===== config.mk =====
export PLATFORM = sky130hd
export DESIGN_NAME = serial_latched_driver_ctrl
export DESIGN_NICKNAME = d
export VERILOG_FILES = /design/src/rtl/latched_driver_pkg.sv /design/src/rtl/serial_latched_driver_ctrl.sv
export SDC_FILE = /design/constraint.sdc
export NUM_CORES = 1
export LEC_CHECK = 0
export BUFFER_PORTS_ARGS = -buffer_cell sky130_fd_sc_hd__buf_2
export CORE_MARGIN = 5
export CORE_UTILIZATION = 55
export DETAILED_ROUTE_END_ITERATION = 6
export HOLD_SLACK_MARGIN = 0.15
export PLACE_DENSITY = 0.73
export SETUP_SLACK_MARGIN = 0.3
export SLEW_MARGIN = 20
export SYNTH_ARGS = -nofsm -noshare
export SYNTH_HDL_FRONTEND = slang
export SYNTH_SLANG_ARGS = --single-unit

===== constraint.sdc =====
create_clock -name mclk_in -period 2.89 [get_ports mclk_in]
set_input_delay 0.289 -clock mclk_in [delete_from_list [all_inputs] [get_ports mclk_in]]
set_output_delay 0.289 -clock mclk_in [all_outputs]
set_load 0.05 [all_outputs]

===== src/rtl/latched_driver_pkg.sv =====
`default_nettype none
package latched_driver_pkg;
	localparam int unsigned CHANNELS       = 8;
	localparam int unsigned MCLK_HZ        = 100_000_000;
	// least overcurrent duration that may shut a channel down
	localparam int unsigned OVC_FILTER_NS  = 2000;
	localparam int unsigned OVC_FILTER_CYC =
		(OVC_FILTER_NS * (MCLK_HZ / 1_000_000) + 999) / 1000;
	localparam int unsigned OVC_CNT_W      = 8;
	// reset values of the shift register and latches
	localparam logic [7:0]  SHIFT_RST      = 8'h00;
	localparam logic [7:0]  LATCH_RST      = 8'h00;
	localparam logic [7:0]  FAULT_RST      = 8'h00;
	localparam logic [2:0]  SYNC_RST       = 3'h0;
endpackage
`default_nettype wire


===== src/rtl/serial_latched_driver_ctrl.sv =====
// Notes on behaviour
// - eight latches, one per output channel
// - overcurrent turns off that channel, flags low
// - overcurrent stays latched until enable pulse
// - overcurrent shorter than 2 us ignored
// - over-temperature turns all off, flags low
// - low supply acts like enable high
// - zeroing clears one shift stage per serial clock, latches only after strobe
// - latch-load high copies shift register
// - enable low follows latches, high clears
// - last stage drives serial output
// - fault flag is open-drain, active low
// - serial clock of 3.3 MHz accepted
// - rising serial clock shifts data in
// - zeroing shifts zeros regardless of data
// - enable high keeps latch, register contents
// - over-temperature recovers without reset pulse
`default_nettype none
module serial_latched_driver_ctrl
	import latched_driver_pkg::*;
(
	input  wire logic                mclk_in,
	input  wire logic                rst_n_in,
	input  wire logic                sclk_in,
	input  wire logic                sdata_in,
	input  wire logic                zero_in,
	input  wire logic                strobe_in,
	input  wire logic                oe_reset_in,
	input  wire logic [CHANNELS-1:0] overcurrent_in,
	input  wire logic                overtemp_in,
	input  wire logic                low_supply_lockout_in,
	output logic      [CHANNELS-1:0] channel_on_out,
	output logic                     sdata_out,
	output logic                     fault_flag_n_out,
	output logic                     fault_flag_oe_out
);

	// all pins travel as one word through three flops; a change counts
	// only once stages two and three agree, so a one-cycle glitch on any
	// pin is never acted upon
	localparam int unsigned PIN_W = CHANNELS + 7;
	logic [PIN_W-1:0]    pin_raw;
	logic [PIN_W-1:0]    pin_s1_q, pin_s1_d;
	logic [PIN_W-1:0]    pin_s2_q, pin_s2_d;
	logic [PIN_W-1:0]    pin_s3_q, pin_s3_d;
	logic [PIN_W-1:0]    pin_lvl_q, pin_lvl_d;
	logic                sdat_f, zero_f, strb_f, oe_f, ot_f, lsl_f, sclk_f;
	logic                sclk_prev;
	logic [CHANNELS-1:0] ovc_f;

	// word order fixes where each filtered level sits
	assign pin_raw = {low_supply_lockout_in, overtemp_in, oe_reset_in,
		strobe_in, zero_in, sdata_in, sclk_in, overcurrent_in};
	assign {lsl_f, ot_f, oe_f, strb_f, zero_f, sdat_f, sclk_f, ovc_f} =
		pin_lvl_d;
	assign sclk_prev = pin_lvl_q[CHANNELS];

	// stages shift; disagreement between two and three holds the level
	always_comb begin
		pin_s1_d  = pin_raw;
		pin_s2_d  = pin_s1_q;
		pin_s3_d  = pin_s2_q;
		pin_lvl_d = pin_lvl_q;
		for (int i = 0; i < PIN_W; i++) begin
			if (pin_s2_q[i] == pin_s3_q[i]) begin
				pin_lvl_d[i] = pin_s3_q[i];
			end
		end
	end

	// synchroniser and filtered-level flops
	always_ff @(posedge mclk_in) begin
		if (!rst_n_in) begin
			pin_s1_q  <= '0;
			pin_s2_q  <= '0;
			pin_s3_q  <= '0;
			pin_lvl_q <= '0;
		end else begin
			pin_s1_q  <= pin_s1_d;
			pin_s2_q  <= pin_s2_d;
			pin_s3_q  <= pin_s3_d;
			pin_lvl_q <= pin_lvl_d;
		end
	end

	// data sampled at the stage matching the clock's filtered edge;
	// 10 ns sampling leaves wide margin over a 3.3 MHz serial clock
	logic sclk_rise;
	assign sclk_rise = sclk_f & ~sclk_prev;

	// shift register and output latches
	logic [CHANNELS-1:0] shift_q, shift_d, latch_q, latch_d;
	logic                dis_eff;

	// low supply behaves exactly as a held-high enable/reset
	assign dis_eff = oe_f | lsl_f;

	always_comb begin
		shift_d = shift_q;
		latch_d = latch_q;
		if (sclk_rise) begin
			// zeroing forces a zero in, no matter the data pin
			shift_d = {shift_q[CHANNELS-2:0],
				sdat_f & ~zero_f};
		end
		// transparent while strobe is high; disable leaves contents alone
		if (strb_f) begin
			latch_d = shift_q;
		end
	end

	always_ff @(posedge mclk_in) begin
		if (!rst_n_in) begin
			shift_q <= SHIFT_RST;
			latch_q <= LATCH_RST;
		end else begin
			shift_q <= shift_d;
			latch_q <= latch_d;
		end
	end

	// last stage flows out for chaining further devices
	always_ff @(posedge mclk_in) begin
		if (!rst_n_in) begin
			sdata_out <= 1'b0;
		end else begin
			sdata_out <= shift_d[CHANNELS-1];
		end
	end

	// overcurrent filter counters and latched per-channel faults
	logic [OVC_CNT_W-1:0] ovc_cnt_q [CHANNELS];
	logic [OVC_CNT_W-1:0] ovc_cnt_d [CHANNELS];
	logic [CHANNELS-1:0]  trip_q, trip_d;

	always_comb begin
		trip_d = trip_q;
		for (int i = 0; i < CHANNELS; i++) begin
			ovc_cnt_d[i] = ovc_cnt_q[i];
			// a pulse under the filter time restarts the count
			if (!ovc_f[i]) begin
				ovc_cnt_d[i] = '0;
			end else if (ovc_cnt_q[i] < OVC_CNT_W'(OVC_FILTER_CYC)) begin
				ovc_cnt_d[i] = ovc_cnt_q[i] + 1'b1;
			end
			// enable/reset high clears; a trip in that cycle loses, since
			// the channel is off anyway while the pin stays high
			if (dis_eff) begin
				trip_d[i] = 1'b0;
			end else if (ovc_cnt_q[i] == OVC_CNT_W'(OVC_FILTER_CYC)) begin
				trip_d[i] = 1'b1;
			end
		end
	end

	always_ff @(posedge mclk_in) begin
		if (!rst_n_in) begin
			trip_q <= FAULT_RST;
			for (int i = 0; i < CHANNELS; i++) begin
				ovc_cnt_q[i] <= '0;
			end
		end else begin
			trip_q <= trip_d;
			for (int i = 0; i < CHANNELS; i++) begin
				ovc_cnt_q[i] <= ovc_cnt_d[i];
			end
		end
	end

	// outputs: latch gated by enable, per-channel trip and overheat
	logic [CHANNELS-1:0] on_d;
	logic                flag_low_d;

	always_comb begin
		if (dis_eff || ot_f) begin
			on_d = '0;
		end else begin
			on_d = latch_q & ~trip_q;
		end
		flag_low_d = (|trip_q) | ot_f;
	end

	always_ff @(posedge mclk_in) begin
		if (!rst_n_in) begin
			channel_on_out    <= '0;
			fault_flag_oe_out <= 1'b0;
		end else begin
			channel_on_out    <= on_d;
			fault_flag_oe_out <= flag_low_d;
		end
	end
	// open drain: only ever pulls low
	assign fault_flag_n_out = 1'b0;

	// helper flags over the filter counters, read only by the checks below
	logic [CHANNELS-1:0] ovc_full, ovc_zero;

	always_comb begin
		ovc_full = '0;
		ovc_zero = '0;
		for (int i = 0; i < CHANNELS; i++) begin
			ovc_full[i] = ovc_cnt_q[i] == OVC_CNT_W'(OVC_FILTER_CYC);
			ovc_zero[i] = ovc_cnt_q[i] == '0;
		end
	end
endmodule
`default_nettype wire


==> impl_metrics.csv, run 1 <==
group,metric,value,unit
outcome,status,"complete, no violations",
clock_network,cts_setup_buffers,0,
detailed_routing,first_iter_violations,283,
global_routing,grt_pass1_vias,4435,
detailed_routing,wl,11.2,mm
setup_path,rrSetupSlack,1.35,ns
timing,rsz0062_at_grt,"false",
setup_path,required,3.32,ns
synth,yosysSeqAreaShare,52.0,%
detailed_routing,post_drt_wl_per_cell,13.5,um
layout,num_antenna_cells,0,
timing,finClkSkew,0.00693,ns
global_routing,antenna_found_initial,0,
synth,synth_top_family_by_area,"simple AND/OR/NAND/NOR gates",
synth,synth_top_area_share,52.0,%
clock_network,cts_made_buffers,17,
synth,synthMuxAreaShare,2.49,%
detailed_routing,met3_length,385,um
job,maxCapViolations,0,
timing,slew_headroom,41.8,%
pwr,vdd_ir_drop_max,0.417,mV
clock_network,clock-sinks,157,
clock_network,cts_hold_buf,15,
pwr,powerDensity,657,mW/mm2
global_routing,grtUsageTotal,18.1,%
layout,final_cells,825,
layout,final_nets,705,
synth,synth_fa_ha_area_share,5.51,%
detailed_routing,ant_nets,0,
synth,ys_warn_count,0,
setup_path,rr_worst_depth,3,
global_routing,grt_max_degree,65,
floorplanning,rows,38,
synth,synthCells,626,
placement,hpwl,7.36,mm
layout,fillers,836,
clock_network,cts_resized,0,
setup_path,reg2reg_to,"channel_on_out[3]$_SDFF_PP0_",
placement,placedCellCount,778,
detailed_routing,top_layer,"met4",
layout,final_area,0.00708,mm2
synth,yosys.area_share.simple,22.0,%
timing,finalHoldViolations,0,
synth,synth-xor-area-share,0,%
timing,slew_viol_final,0,
floorplanning,start_util,56.0,%
setup_path,arrival,1.97,ns
setup_path,end_kind,"flop",
setup_path,start_kind,"flop",
synth,synth-compound-area-share,14.2,%
layout,layout-drive-gt1-share,12.1,%
detailed_routing,drcViolationCount,0,
detailed_routing,routed-wl-met2,5.44,mm
synth,synthFlopType,"dfxtp_1",
timing,tightest_slew,0.862,ns
synth,avgSynthCellArea,9.65,um2
timing,layout_min_cycle_time,1.54,ns
synth,synth_edf_count,0,
synth,synth_seq_cells,157,
layout,multi_input_area,0.00268,mm2
clock_network,cts_buffer_depth,2,
synth,synth_fp_nets,659,
clock_network,clk_latency,0.51,ns
floorplanning,die_h,115,um
floorplanning,core_region_area,0.0108,mm2
pwr,p_leak,0.00269,uW
layout,final_core_util,65.6,%
synth,syn_area,0.00604,mm2
detailed_routing,vias_per_cell,5.60,
global_routing,grt_pass1_wl,19.7,mm
synth,yosysUniqueCellTypes,38,
synth,ys_top_cells_by_area,"dfxtp_1 (52%), and2_1 (5.2%), a21oi_1 (3.6%)",
setup_path,r2r_start,"pin_s2_q[12]$_SDFF_PN0_",
detailed_routing,vias,4617,
layout,register_area,0.00314,mm2
detailed_routing,met1_length,5.14,mm
clock_network,cts_tree,"yes",
timing,setup_violations,0,
worst_hold_path,whs_path_depth,3,
floorplanning,dieWidth,115,um
placement,io_buffers,26,
setup_path,cp-startpoint,"pin_s2_q[12]$_SDFF_PN0_",
clock_network,clock-root-buffer,"clkbuf_8",
layout,syn2layout_area_growth,17.2,%
worst_hold_path,hp-class,"primary input to flop",
placement,place_area,0.00629,mm2
global_routing,overflow,0,
timing,period_share,53.2,%
setup_path,critical_path.endpoint,"channel_on_out[3]$_SDFF_PP0_",
placement,place_congestion,0.863,
setup_path,cp_max_fo,8,
floorplanning,dieArea,0.0132,mm2
floorplanning,ioPinCount,28,
clock_network,htreeDepth,4,
clock_network,clkTransAtPathRegs,0.07,ns
setup_path,critical_path_class,"flop to flop",
timing,fmax,0.650,GHz
synth,yosys.area.top_type,"dfxtp_1",
detailed_routing,drt_pass1_iterations,6,
synth,async_flop_share,0,%
timing,tns,0,ns
how the worst min path moves through the flow:
stage,startpoint,endpoint,slack (ns)
6_report,rst_n_in,shift_q[2]$_SDFFE_PN0P_,0.32
5_1_grt,rst_n_in,latch_q[0]$_SDFFE_PN0P_,0.34
4_1_cts,rst_n_in,latch_q[0]$_SDFFE_PN0P_,0.32
3_5_place_dp,pin_s1_q[2]$_SDFF_PN0_,pin_s2_q[2]$_SDFF_PN0_,0.42
3_3_place_gp,pin_s1_q[7]$_SDFF_PN0_,pin_s2_q[7]$_SDFF_PN0_,0.42
2_1_floorplan,pin_s1_q[0]$_SDFF_PN0_,pin_s2_q[0]$_SDFF_PN0_,0.41
cell type report:
class | instances | share of cell area (%)
inverter | 41 | 2.17
tap | 140 | 2.47
clock buffer | 18 | 6.04
timing repair buffer | 42 | 4.06
sequential | 157 | 44.4
multi-input combinational | 413 | 37.8
clock inverter | 14 | 3.06
sequential cells by signal, summed over array words and instances, names as in the netlist:
signal,flops
fault_flag_oe_out,1
trip_q,8
pin_s3_q,15
channel_on_out,8
shift_q,8
ovc_cnt_q,64
pin_s1_q,15
pin_lvl_q,15
pin_s2_q,15
latch_q,8
per-stage QoR:
step / setup WS (ns) / hold WS, ns / power, uW
final: 1.35 / 0.318 / 4650
after global routing: 1.17 / 0.345 / 4820
after CTS: 1.33 / 0.323 / 4690
after detailed placement: 1.21 / 0.422 / 2310
after global placement: 1.25 / 0.415 / 2310
after floorplan: 1.42 / 0.412 / 2290
report_power, final:
group	switching [uW]	total, uW	internal [uW]	leakage [uW]
Sequential	9.23	2200	2190	0.00127
Clock	864	2380	1510	0.000303
Combinational	37.0	75.2	38.2	0.00112
Total	910	4650	3740	0.00269
per-layer routing:
layer,vias up,global-route usage (%)
li1,2309,-
met1,2196,22.1
met2,97,31.2
met3,15,3.89
met4,0,7.04
met5,-,0
cell usage after synthesis (2+ instances only):
library cell,count
and2_0,2
o31ai_1,11
nor3_1,16
and4b_1,3
o311a_1,8
o21ai_0,24
o211ai_1,5
a21oi_1,44
a31oi_1,8
nand4_1,6
inv_1,41
nor2_1,56
o21ba_2,5
or3_1,22
dfxtp_1,157
nand3_1,17
o311ai_0,8
and4_1,6
a41oi_1,9
mux2i_1,15
nand2_1,35
maj3_1,11
maj3_2,2
or4_1,13
and2_1,50
clkbuf_1,13
ha_1,16
nor3b_2,8
a21bo_2,6
logic make-up after synthesis:
group / count (synthesis)
flops: 157
fa+ha+maj: 29
mux: 15
simple gates: 239
compound gates: 129
buf+inv: 56
other cells: 1
critical path, cell delays in order, from the launching register on:
cell,delay [ns]
dfxtp_1,0.32
maj3_2,0.31
or4_4,0.62
nor3b_2,0.20
layout by cell type, fill, tap and decap left out, drive strengths merged, types with 16 or more instances in the layout:
master	count
buf	27
nor2	56
nor3	16
nand2	35
inv	42
o21ai	24
ha	16
nand3	17
dfxtp	157
or3	23
a21oi	44
clkbuf	18
and2	53
No activity file was read; power rests on OpenSTA's default activity.
==> run 2: changes to the inputs <==
--- a/config.mk
+++ b/config.mk
@@ -5,12 +5,13 @@
 export SDC_FILE = /design/constraint.sdc
 export NUM_CORES = 1
 export LEC_CHECK = 0
+export ABC_AREA = 1
 export BUFFER_PORTS_ARGS = -buffer_cell sky130_fd_sc_hd__buf_2
 export CORE_MARGIN = 5
 export CORE_UTILIZATION = 55
 export DETAILED_ROUTE_END_ITERATION = 6
 export HOLD_SLACK_MARGIN = 0.15
-export PLACE_DENSITY = 0.73
+export PLACE_DENSITY = 0.72
 export SETUP_SLACK_MARGIN = 0.3
 export SLEW_MARGIN = 20
 export SYNTH_ARGS = -nofsm -noshare
==> constraint.sdc (replaced) <==
create_clock -name mclk_in -period 1.48 [get_ports mclk_in]
set_input_delay 0.148 -clock mclk_in [delete_from_list [all_inputs] [get_ports mclk_in]]
set_output_delay 0.148 -clock mclk_in [all_outputs]
set_load 0.05 [all_outputs]
==> run 2 against run 1 <==
Effect of this change:
- combinational power rose to 2.6 times the previous value
- routed wire length rose by 5.4%
- hold slack got worse by 0.19 ns
- global-route usage barely moved
- count of clock-buffer cells in the layout rose by 6
- register-to-register slack got worse by 1.0 ns
- cell area rose by 7.5%
- utilization rose by 1.6 points
- sequential power rose by 95%
- fmax rose by 33%
- largest power group unchanged
- die area rose by 3.5%
- largest cell class unchanged
==> impl_metrics.csv, run 2 <==
group,metric,value,unit
outcome,status,"complete, no violations",
synth,synth_seq_cells,157,
setup_path,cp_max_fo,7,
layout,final_cell_mix,"nand2_1 (176), inv_1 (145), dfxtp_1 (138), nor2_1 (108), a21oi_1 (73)",
synth,synthFlopType,"dfxtp_1",
setup_path,path_cells,"maj3_1, nor3_1",
clock_network,cts_made_buffers,17,
layout,num_antenna_cells,0,
setup_path,rr_worst_depth,2,
setup_path,critPathBufInv,0,
pwr,powerDensity,1160,mW/mm2
synth,synthCells,854,
detailed_routing,vias_per_cell,4.88,
floorplanning,dieWidth,117,um
floorplanning,die_h,117,um
setup_path,end_kind,"flop",
synth,ys_top_cells_by_area,"dfxtp_1 (50%), nand2_1 (11%), inv_1 (9.0%)",
detailed_routing,wl,11.8,mm
timing,slew_viol_final,0,
floorplanning,dieArea,0.0136,mm2
floorplanning,rows,39,
detailed_routing,first_iter_violations,308,
global_routing,grtUsageTotal,18.0,%
job,maxCapViolations,0,
placement,hpwl,7.96,mm
timing,layout_min_cycle_time,1.16,ns
synth,yosys.area.top_type,"dfxtp_1",
clock_network,clock-root-buffer,"clkbuf_16",
timing,tns,0,ns
synth,ys_warn_count,0,
setup_path,path_depth,2,
setup_path,cp_slowest_cell,"maj3_1",
clock_network,cts_buffer_depth,2,
layout,final_nets,951,
timing,rsz0062_at_grt,"true",
synth,yosysSeqAreaShare,50.1,%
timing,fmax,0.865,GHz
setup_path,critical_path_class,"flop to flop",
global_routing,antenna_found_initial,0,
worst_hold_path,hp-class,"primary input to flop",
detailed_routing,ant_nets,0,
synth,yosysUniqueCellTypes,30,
synth,yosys-top-cells-count,"nand2_1 (188), dfxtp_1 (157), inv_1 (150), nor2_1 (113), a21oi_1 (77)",
layout,largest_reg_flops,64,
clock_network,htreeDepth,4,
floorplanning,core_region_area,0.0113,mm2
synth,synth_edf_count,0,
synth,syn_area,0.00627,mm2
detailed_routing,drcViolationCount,0,
setup_path,arrival,1.48,ns
layout,fillers,933,
pwr,finalPower,8860,uW
global_routing,grt_pass1_vias,4668,
clock_network,clk_latency,0.41,ns
layout,layout-drive-gt1-share,14.3,%
synth,synth.most_common_cell,"nand2_1",
synth,synth_top_area_share,50.1,%
synth,synth_fp_nets,887,
detailed_routing,vias,5231,
setup_path,rrSetupSlack,0.32,ns
clock_network,clock-sinks,157,
timing,finClkSkew,0.00574,ns
clock_network,clkTransAtPathRegs,0.06,ns
floorplanning,start_util,55.4,%
detailed_routing,post_drt_wl_per_cell,11.0,um
detailed_routing,drt_pass1_iterations,6,
pwr,p_leak,0.00355,uW
layout,final_common_cell,"nand2_1",
synth,async_flop_share,0,%
placement,io_buffers,26,
clock_network,cts_tree,"yes",
floorplanning,ioPinCount,28,
setup_path,path_delay_family,"adder cells",
placement,place_congestion,0.849,
timing,finalHoldViolations,0,
global_routing,grt_max_degree,22,
timing,setup_violations,0,
layout,regMostFlops,"ovc_cnt_q",
global_routing,grt_pass1_wl,19.8,mm
timing,period_share,78.1,%
setup_path,start_kind,"flop",
layout,syn2layout_area_growth,21.3,%
setup_path,cp_slowest_stage_delay,0.47,ns
setup_path,required,1.81,ns
pwr,vdd_ir_drop_max,0.955,mV
layout,multi_input_area,0.00269,mm2
layout,register_area,0.00317,mm2
global_routing,overflow,0,
worst_hold_path,whs_path_depth,3,
synth,avgSynthCellArea,7.34,um2
[run 2: changes by cell type after synthesis, moves of 12 or more]
cell and change:
nand2_1 +153, clkbuf_1 -12, a21oi_1 +33, mux2i_1 -15
nand3_1 +49, and2_1 -49, or3_1 -22, inv_1 +109
or4_1 -13, nor2_1 +57
[run 2: cell type report]
class                           count  share of cell area, %
Timing Repair Buffer               55                   5.24
Clock buffer                       24                   6.46
Tap cell                          143                   2.35
Clock inverter                      7                   1.45
Inverter                          151                   7.45
Sequential cell                   157                   41.7
Multi-Input combinational cell    536                   35.4
[run 2: worst paths after layout]
check / from / to
max: pin_s2_q[13]$_SDFF_PN0_ / channel_on_out[5]$_SDFF_PP0_
min: rst_n_in / pin_lvl_q[5]$_SDFF_PN0_
max reg2reg: pin_s2_q[13]$_SDFF_PN0_ / channel_on_out[5]$_SDFF_PP0_
min reg2reg: pin_s1_q[4]$_SDFF_PN0_ / pin_s2_q[4]$_SDFF_PN0_
[run 2: kinds of logic after synthesis]
kind of cell               share of synthesized area (%)
adders and majority gates                           3.35
and+or+nand+nor                                     27.2
buffers and inverters                               9.89
other                                             0.0598
AOI/OAI and AO/OA                                   9.40
DFF                                                 50.1
[run 2: what timing repair did]
action,4_1_cts,5_1_grt
endpoints found under the setup margin,6,90
gates cloned,0,0
pin swaps,0,6
hold buffers,17,0
endpoints found under the hold margin,21,0
setup buffers,0,6
resized for setup,5,73
[run 2: stage by stage]
stage               util (%)  cells  hold WS, ns  cell area, um2  setup slack, ns
global placement        58.1   1019        0.330            6570            0.229
floorplan                  -    854        0.246            6270            0.362
finish                  67.2   1073        0.132            7610            0.324
global route            67.2   1073        0.167            7610            0.212
CTS                     65.0   1067        0.157            7360            0.256
detailed placement      58.1   1019        0.333            6570            0.151
[run 2: report_power, final]
group / switching, uW / total, uW / internal [uW]
sequential: 26.5 / 4300 / 4280
clock: 1550 / 4360 / 2810
combinational: 109 / 198 / 89.0
[run 2: worst reg2reg max path, cell delays in order, from the launching register on]
cell and delay (ns):
dfxtp_1 0.36, maj3_1 0.47, nor3_1 0.24
[run 2: metal layers]
metal  vias to the layer above  GRT usage, %  share of wire, %
met1                      2347          22.3                48
met5                         -             0                 0
met4                         0          7.42               1.6
met2                        63          30.0                47
li1                       2805             -                 -
met3                        16          4.78               3.3
